## config.mk

```make
export PLATFORM = sky130hd
export DESIGN_NAME = pt8_timer
export DESIGN_NICKNAME = d
export VERILOG_FILES = /design/src/hdl/pt8_pkg.sv /design/src/hdl/pt8_prescaler.sv /design/src/hdl/pt8_timer.sv
export VERILOG_INCLUDE_DIRS = /design/src /design/src/hdl
export SDC_FILE = /design/constraint.sdc
export NUM_CORES = 1
export LEC_CHECK = 0
export BUFFER_PORTS_ARGS = -buffer_cell sky130_fd_sc_hd__buf_2
export CAP_MARGIN = 20
export CORE_ASPECT_RATIO = 2
export CORE_MARGIN = 2
export CORE_UTILIZATION = 56
export CTS_CLUSTER_SIZE = 24
export DETAILED_ROUTE_END_ITERATION = 16
export GPL_TIMING_DRIVEN = 0
export PLACE_DENSITY = 0.84
export SLEW_MARGIN = 40
export SYNTH_ARGS = -nofsm -noshare
export SYNTH_HDL_FRONTEND = slang
export SYNTH_HIERARCHICAL = 1
export SYNTH_SLANG_ARGS = --single-unit
```

## constraint.sdc

```tcl
create_clock -name clk_sys_i -period 3.53 [get_ports clk_sys_i]
set_clock_uncertainty 0.05 [all_clocks]
set_input_delay 0.706 -clock clk_sys_i [delete_from_list [all_inputs] [get_ports clk_sys_i]]
set_output_delay 0.706 -clock clk_sys_i [all_outputs]
set_load 0.02 [all_outputs]
```

## src/hdl/pt8_defs.svh

```systemverilog
/*
  Constants for the 8-bit period timer: control field positions, reset values and scaler codes.
  Assumes it is included by bare name from the prescaler and timer modules.
*/
// Notes on behaviour
// - Count instruction clock through 1/4/16 prescaler
// - Count up, wrap to zero after period match
// - Period register read/write, resets to FFh
// - Postscaler 1..16 on matches sets flag
// - Clearing run bit stops counting
// - Count register read/write, reset clears it
// - Scalers clear on count/control write, reset
// - Control write leaves count value alone
// - Count and match exported for PWM
// - Prescale 00=1, 01=4, 1x=16
// - Postscale divides by select value plus one
// - Pre-postscaler match goes to serial port
`ifndef PT8_DEFS_SVH
`define PT8_DEFS_SVH
`define PT8_CTL_PRE_LSB   0
`define PT8_CTL_RUN_BIT   2
`define PT8_CTL_POST_LSB  3
`define PT8_CTL_POST_MSB  6
`define PT8_CTL_RST       8'h00
`define PT8_COUNT_RST     8'h00
`define PT8_LIMIT_RST     8'hff
`define PT8_FLAG_BIT      1
`define PT8_INSTR_DIV     2'h3
`define PT8_PRE_DIV4_MAX  4'h3
`define PT8_PRE_DIV16_MAX 4'hf
`endif

```

## src/hdl/pt8_pkg.sv

```systemverilog
/*
  Types for the 8-bit period timer.
  Assumes nothing beyond a SystemVerilog compiler.
*/
`default_nettype none
package pt8_pkg;
  typedef logic [7:0] pt8_byte_t;
endpackage
`default_nettype wire

```

## src/hdl/pt8_prescaler.sv

```systemverilog
/*
  Input prescaler: turns instruction-clock ticks into counter ticks at 1, 4 or 16.
  Assumes tick_i is a one-cycle pulse and clr_i a synchronous clear.
*/
`timescale 1ns/1ps
`default_nettype none
`include "pt8_defs.svh"
module pt8_prescaler (
  input  wire logic       clk_sys_i,
  input  wire logic       rst_n_i,
  input  wire logic       clr_i,
  input  wire logic       tick_i,
  input  wire logic [1:0] sel_i,
  output logic            tick_o
);
  logic [3:0] cnt_r;
  logic [3:0] cnt_nxt;
  logic [3:0] top;

  // Terminal value for the selected ratio; any code with the upper bit set means sixteen.
  always_comb begin
    if (sel_i[1]) begin
      top = `PT8_PRE_DIV16_MAX;
    end else if (sel_i[0]) begin
      top = `PT8_PRE_DIV4_MAX;
    end else begin
      top = 4'h0;
    end
    cnt_nxt = cnt_r;
    tick_o  = 1'b0;
    if (clr_i) begin
      cnt_nxt = 4'h0;
    end else if (tick_i) begin
      if (cnt_r >= top) begin
        cnt_nxt = 4'h0;
        tick_o  = 1'b1;
      end else begin
        cnt_nxt = cnt_r + 4'h1;
      end
    end
  end

  // Count register only.
  always_ff @(posedge clk_sys_i or negedge rst_n_i) begin
    if (!rst_n_i) begin
      cnt_r <= 4'h0;
    end else begin
      cnt_r <= cnt_nxt;
    end
  end
endmodule // pt8_prescaler
`default_nettype wire

```

## src/hdl/pt8_timer.sv

```systemverilog
/*
  8-bit period timer with input prescaler, period compare and output postscaler.
  Assumes register writes arrive as one-cycle strobes synchronous to clk_sys_i, and
  that software clears the match flag with flag_clr_i.
*/
`timescale 1ns/1ps
`default_nettype none
`include "pt8_defs.svh"
module pt8_timer (
  input  wire logic        clk_sys_i,
  input  wire logic        rst_n_i,
  input  wire logic        count_wr_i,
  input  wire logic [7:0]  count_wdata_i,
  input  wire logic        limit_wr_i,
  input  wire logic [7:0]  limit_wdata_i,
  input  wire logic        ctrl_wr_i,
  input  wire logic [7:0]  ctrl_wdata_i,
  input  wire logic        flag_clr_i,
  output logic      [7:0]  period_count_reg_o,
  output logic      [7:0]  period_limit_reg_o,
  output logic      [7:0]  period_timer_control_o,
  output logic             period_match_flag_o,
  output logic             pwm_match_o,
  output logic             sync_serial_port_tick_o
);
  logic               rst_s1_r;
  logic               rst_s2_r;
  logic               rst_n;
  logic [1:0]         instr_r;
  logic [1:0]         instr_nxt;
  logic               instr_tick;
  logic               pre_tick;
  logic               scaler_clr;
  pt8_pkg::pt8_byte_t count_r;
  pt8_pkg::pt8_byte_t count_nxt;
  pt8_pkg::pt8_byte_t limit_r;
  pt8_pkg::pt8_byte_t limit_nxt;
  logic [6:0]         ctrl_r;
  logic [6:0]         ctrl_nxt;
  logic [3:0]         post_r;
  logic [3:0]         post_nxt;
  logic               flag_r;
  logic               flag_nxt;
  logic               match_r;
  logic               match_nxt;
  logic               hit;

  // Field decoders shared by the datapath and the checks; bit positions live in one place.
  function automatic logic [3:0] post_select(input logic [6:0] ctrl);
    return ctrl[`PT8_CTL_POST_MSB:`PT8_CTL_POST_LSB];
  endfunction

  function automatic logic run_enabled(input logic [6:0] ctrl);
    return ctrl[`PT8_CTL_RUN_BIT];
  endfunction

  // Reset release passes through two flops so it leaves every register on the same edge.
  always_ff @(posedge clk_sys_i or negedge rst_n_i) begin
    if (!rst_n_i) begin
      rst_s1_r <= 1'b0;
      rst_s2_r <= 1'b0;
    end else begin
      rst_s1_r <= 1'b1;
      rst_s2_r <= rst_s1_r;
    end
  end
  assign rst_n = rst_s2_r;

  // Instruction clock is the system clock divided by four; it runs even when stopped.
  assign instr_tick = (instr_r == `PT8_INSTR_DIV);
  assign instr_nxt  = instr_r + 2'h1;
  assign scaler_clr = count_wr_i | ctrl_wr_i;

  pt8_prescaler pt8_prescaler_i (
    .clk_sys_i (clk_sys_i),
    .rst_n_i   (rst_n),
    .clr_i     (scaler_clr),
    .tick_i    (instr_tick & run_enabled(ctrl_r)),
    .sel_i     (ctrl_r[`PT8_CTL_PRE_LSB +: 2]),
    .tick_o    (pre_tick)
  );

  // A counter tick at the period value is the match; it wraps instead of advancing.
  assign hit = pre_tick & ~count_wr_i & (count_r == limit_r);

  // Next state for count, period, control, postscaler and flag.
  always_comb begin
    count_nxt = count_r;
    if (count_wr_i) begin
      count_nxt = count_wdata_i;
    end else if (hit) begin
      count_nxt = `PT8_COUNT_RST;
    end else if (pre_tick) begin
      count_nxt = count_r + 8'h01;
    end
    limit_nxt = limit_wr_i ? limit_wdata_i : limit_r;
    ctrl_nxt  = ctrl_wr_i ? ctrl_wdata_i[6:0] : ctrl_r;
    match_nxt = hit;
    post_nxt  = post_r;
    flag_nxt  = flag_r & ~flag_clr_i;
    if (scaler_clr) begin
      post_nxt = 4'h0;
    end else if (hit) begin
      // Postscaler terminal value is the select code itself, so 0 gives one, 15 gives sixteen.
      if (post_r >= post_select(ctrl_r)) begin
        post_nxt = 4'h0;
        flag_nxt = 1'b1;
      end else begin
        post_nxt = post_r + 4'h1;
      end
    end
  end

  // Register stage; every output below is one of these flops.
  always_ff @(posedge clk_sys_i or negedge rst_n) begin
    if (!rst_n) begin
      instr_r <= 2'h0;
      count_r <= `PT8_COUNT_RST;
      limit_r <= `PT8_LIMIT_RST;
      ctrl_r  <= 7'(`PT8_CTL_RST); // Bit 7 is not stored, so the reset value is cut to seven bits.
      post_r  <= 4'h0;
      flag_r  <= 1'b0;
      match_r <= 1'b0;
    end else begin
      instr_r <= instr_nxt;
      count_r <= count_nxt;
      limit_r <= limit_nxt;
      ctrl_r  <= ctrl_nxt;
      post_r  <= post_nxt;
      flag_r  <= flag_nxt;
      match_r <= match_nxt;
    end
  end

  // Outputs: control reads bit 7 as zero; match pulse feeds PWM and serial port.
  assign period_count_reg_o     = count_r;
  assign period_limit_reg_o     = limit_r;
  assign period_timer_control_o = {1'b0, ctrl_r};
  assign period_match_flag_o    = flag_r;
  assign pwm_match_o            = match_r;
  assign sync_serial_port_tick_o = match_r;
endmodule // pt8_timer
`default_nettype wire

```

After elaboration in Yosys (flattened, before gate mapping)
Index checks and enable logic that the tools add are counted.
Widths: inputs -> output; s select.
{ "totals": {"inputBits": 30, "output_inout_bits": 27, "regBits": 37, "wordCells": 45} }
{ "op_classes": {"reduce_logical": 3, "n_mux": 17, "bitwise_logic": 7, "addsub": 4, "n_lt_le_gt_ge": 2, "n_eq_ne": 2} }
{ "ops": {"columns": ["operator", "n"], "rows": [
  ["$mux 4", 7],
  ["$mux 8", 3],
  ["$add 4x1->4 const B", 2],
  ["$add 8x1->8 const B", 1],
  ["$eq 8x8->1", 1],
  ["$ge 4x4->1", 2],
  ["$mux 1", 6],
  ["$and 1x1->1", 4],
  ["$reduce_bool 2->1", 2],
  ["$reduce_bool 3->1", 1],
  ["$add 2x1->2 const B", 1],
  ["$eq 2x2->1 const B", 1],
  ["$mux 2", 1],
  ["$not 1->1", 2],
  ["$or 1x1->1", 1]
]} }

Logic depth before layout (Yosys ltp)
{ "logic_depth": {"depth_word": 10, "depth_mapped": 11, "ltp_nobuf": 10} }

Modules after synthesis
The synthesis kept the hierarchy.
{ "by_module_without_submodules": {"columns": ["module", "area_per_inst_um2", "instances", "cells_each", "seq_area_each_um2"], "rows": [
  ["pt8_timer", 1744.2, 1, 162, 835.8],
  ["pt8_prescaler", 347.8, 1, 36, 100.1]
]} }

Worst setup path before layout
OpenSTA, ideal clock, no wires.
{ "synth_timing": {"kind": "flip-flop to flip-flop", "from": "reg ctrl_r[0]", "to": "reg count_r[7], in the netlist period_count_reg_o[7]", "n_path_buf": 1, "period_less_slack_ps": 3071, "setup_time_ps": 140, "path_stages_with_launch": 12, "t_required_ps": 3340, "arrival_time_ps": 2881, "path_slack_ps": 459, "path_cell_list": "dfrtp_1 or2_2 ha_1 nand2b_4 a2111oi_4 nor4b_1 nor2b_1 nand2_1 or3_1 buf_6 a31oi_1 o31ai_1"} }
{ "synth_via": {"elab_chain_cells": 10, "elab_cells_between_ends": 11, "cone_classes": "order compare: 1; mux: 7; bitwise: 2; reduce/logical: 1"} }
{ "synth_lines": {"columns": ["element", "line", "source"], "rows": [
  ["start, declared", "pt8_timer.sv:38", "logic [6:0] ctrl_r;"],
  ["start signal, assigned", "pt8_timer.sv:120", "ctrl_r <= 7'(`PT8_CTL_RST);"],
  ["start signal, assigned", "pt8_timer.sv:128", "ctrl_r <= ctrl_nxt;"],
  ["$mux 2 (*)", "pt8_prescaler.sv:24", "end else if (sel_i[0]) begin"],
  ["$mux 4 (*)", "pt8_prescaler.sv:22", "if (sel_i[1]) begin"],
  ["$ge 4x4->1 (*)", "pt8_prescaler.sv:34", "if (cnt_r >= top) begin"],
  ["$mux 1 (*)", "pt8_prescaler.sv:34", null],
  ["$mux 1 (*)", "pt8_prescaler.sv:33", "end else if (tick_i) begin"],
  ["$mux 1 (*)", "pt8_prescaler.sv:31", "if (clr_i) begin"],
  ["named net pre_tick", "pt8_timer.sv:32", "logic pre_tick;"],
  ["$and 1x1->1 (2 in series)", "pt8_timer.sv:84", "assign hit = pre_tick & ~count_wr_i & (count_r == limit_r);"],
  ["$mux 8", "pt8_timer.sv:91", "end else if (hit) begin"],
  ["$mux 8", "pt8_timer.sv:89", "if (count_wr_i) begin"],
  ["end signal, assigned", "pt8_timer.sv:118", "count_r <= `PT8_COUNT_RST;"],
  ["end signal, assigned", "pt8_timer.sv:126", "count_r <= count_nxt;"],
  ["end, declared", "pt8_timer.sv:34", "pt8_pkg::pt8_byte_t count_r;"]
]} }
The timed path passes the listed nets; every way through them passes the cells marked *.
A chain may end at the register's enable or synchronous reset.

Final worst setup path
{ "layout_timing": {"from": "reg ctrl_r[1]", "to": "reg count_r[7], in the netlist period_count_reg_o[7]"} }
{ "layout_via": {"elab_chain_cells": 9, "elab_cells_between_ends": 10, "cone_classes": "order compare: 1; mux: 6; bitwise: 2; reduce/logical: 1"} }
{ "layout_lines": {"columns": ["element", "line"], "rows": [
  ["$mux 4 (*)", "pt8_prescaler.sv:22"],
  ["$ge 4x4->1 (*)", "pt8_prescaler.sv:34"],
  ["$mux 1 (*)", "pt8_prescaler.sv:34"],
  ["$mux 1 (*)", "pt8_prescaler.sv:33"],
  ["$mux 1 (*)", "pt8_prescaler.sv:31"],
  ["named net pre_tick", "pt8_timer.sv:32"],
  ["$and 1x1->1 (2 in series)", "pt8_timer.sv:84"],
  ["$mux 8", "pt8_timer.sv:91"],
  ["$mux 8", "pt8_timer.sv:89"]
]} }
Marks and branches as above.

==> results.ini <==
[critical_path]
worstSetupPathType = register to register
r2r_start = ctrl_r[1]$_DFFE_PN0P_
crit_fanout = 8
cp-end-kind = register
arrival_ps = 3270
rrSetupSlack_ps = 380
cp.required_ps = 3650
r2r-end = period_count_reg_o[7]$_DFFE_PN0P_
startpoint_type = register
reg2reg_depth = 11

[power]
peakVddDrop_uv = 371
power_mw = 0.994
power.leakage_nw = 1.17
powerDensity_mw_per_mm2 = 396

[logic_synthesis]
synth.most_common_cell = dfrtp_1
synthMuxAreaShare_pct = 6.46
synth_edf_count = 0
yosys_warnings = 6
synth_top_area_cell = dfrtp_1
synth-seq-cells = 37
synth_top_area_share_pct = 34.7
syn_area_sq_mm = 0.00209
syn_avg_cell_area_sq_um = 10.6
yosys.area_share.simple_pct = 16.7
synth.distinct_cells = 41
synth_top_family_by_area = simple AND/OR/NAND/NOR gates
seq_area_frac_synth_pct = 44.7
synth_common_cells = dfrtp_1, inv_1, nand2_1
synth_ff_type = dfrtp_1
ys_async_sr_fraction_pct = 100
syn_inst = 198
synth_nets = 240
synth-compound-area-share_pct = 15.8
synth_xor_area_share_pct = 3.35
synthTopCellsByArea = dfrtp_1, dfstp_2, ha_1, mux2_2, a2111oi_2
synth_adder_area_share_pct = 7.18

[global_routing]
globalRouteOverflowTotal = 0
grt_pass1_wl_um = 7550
grt.busiest_layer = met2
grt_pass1_vias = 1769
grtUsageMet1_pct = 24.7
grt_max_degree = 36
use_met3_pct = 4.00
grt.total_usage_pct = 24.5
grt_util_met2_pct = 42.2
antenna_found_initial = 0

[floorplanning]
rows = 31
core_sq_mm = 0.00361
initial_utilization_pct = 58.0
die_h_um = 90.4
dieArea_sq_mm = 0.00427
ios = 57
die_x_um = 47.2

[cts]
cts.htree.levels = 2
clk_latency_ps = 300
clk_transition_reported_paths_ps = 80
cts_resized = 0
cts-root-buf = clkbuf_8
cts_hold_buffers = 0
post-cts-setup-buffer-count = 0
cts_made_buffers = 5
cts_tree = yes
clock-sinks = 37
clockBufferDepth = 2

[placed_design]
hpwl_um = 3390
place_ws_ps = 179
portBuffers = 52
gp_congestion = 0.819

[finish]
layout-drive-gt1-share_pct = 36.8
antennaDiodeCount = 0
final_util_pct = 69.6
nets = 299
syn_to_final_growth_pct = 20.0

[sta]
rsz0062_at_grt = no
period_minus_slack_ps = 3150
max_freq_mhz = 318
final_hold_viol_count = 0
relSlewSlack_pct = 56.4
setup_viol = 0
maxSlewViolCount = 0
setup_slack_ps = 382
fin_crit_sh_pct = 89.2
worst_pin_slew_ps = 652

[outcome]
status = complete, no violations

[route]
routed_wl_um = 4520
viasPerCell = 5.53
num_vias = 1697
first_pass_iters = 6
drcViolationCount = 0
drt_iter0_markers = 31
ant_nets = 0
routedWlPerCell_um = 14.7

[worst_hold_path]
min_path_type = input port to asynchronous set/reset pin

[job]
cap_violations = 0

kinds of logic after synthesis:
| group | Yosys count |
|---|---|
| AO/OA/AOI/OAI | 41 |
| XOR/XNOR | 8 |
| adder cells (fa/ha/maj) | 12 |
| buffers and inverters | 26 |
| flip-flops | 37 |
| multiplexers | 12 |
| other | 2 |
| AND/OR/NAND/NOR | 60 |
per-layer routing:
layer  wire, um  part of all wire, %
met5          0                    0
met4        200                  4.4
met3        161                  3.6
met2       2580                   57
met1       1580                   35
placed cells by master (no fill, tap or decap), types with 6 or more instances in the layout:
| cell | count |
|---|---|
| buf_2 | 52 |
| a21oi_1 | 11 |
| ha_1 | 12 |
| clkbuf_1 | 6 |
| inv_1 | 17 |
| nand3_1 | 7 |
| xnor2_1 | 8 |
| nand2_1 | 13 |
| nor3_1 | 9 |
| mux2_2 | 12 |
| dfrtp_1 | 28 |
| dfstp_2 | 8 |
| o21ai_0 | 6 |
| o31ai_1 | 6 |
worst max-delay path: stages (launching register included):
cell	delay, ps
dfrtp_1	400
or2_2	300
ha_1	270
nand2b_4	120
a2111oi_4	90
nor4b_2	610
nor2b_1	310
nand2_1	120
or3_1	330
buf_6	150
a31oi_1	180
o31ai_1	80
how the worst max path moves through the flow:
stage	startpoint	to	slack, ps
5_1_grt	ctrl_r[1]$_DFFE_PN0P_	period_count_reg_o[7]$_DFFE_PN0P_	180
4_1_cts	ctrl_r[0]$_DFFE_PN0P_	period_count_reg_o[7]$_DFFE_PN0P_	440
3_3_place_gp	count_wr_i	period_count_reg_o[7]$_DFFE_PN0P_	-110
6_report	ctrl_r[1]$_DFFE_PN0P_	period_count_reg_o[7]$_DFFE_PN0P_	380
3_5_place_dp	count_wr_i	period_count_reg_o[7]$_DFFE_PN0P_	180
2_1_floorplan	ctrl_r[0]$_DFFE_PN0P_	period_count_reg_o[7]$_DFFE_PN0P_	460
per-stage QoR:
step           hold slack [ps]  setup TNS (ps)  area [sq um]  instances
2_1_floorplan              281               0          2090        198
3_3_place_gp               288            -358          2410        299
3_5_place_dp               292               0          2420        299
4_1_cts                    126               0          2510        307
5_1_grt                    129               0          2510        307
6_report                   132               0          2510        307
registers in the layout, summed over array words and instances, names as in the netlist:
register / flops
instr_r: 2
rst_s1_r: 1
ctrl_r: 7
rst_n: 1
post_r: 4
pwm_match_o: 1
period_match_flag_o: 1
pt8_prescaler_i/cnt_r: 4
period_limit_reg_o: 8
period_count_reg_o: 8
cell type report:
class                           count  area, sq um
Fill cell                         319         1100
Sequential cell                    37          940
Buffer                              9         48.8
Inverter                           17         63.8
Multi-Input combinational cell    135         1050
Clock inverter                      3         17.5
Clock buffer                        5         68.8
Tap cell                           49         61.3
Timing Repair Buffer               52          260
report_power, final:
group	total, mW	switching (mW)	internal (mW)
logic	0.195	0.107	0.0886
registers	0.502	0.0423	0.460
clock network	0.297	0.161	0.136
(Power assumes the default switching activity.)
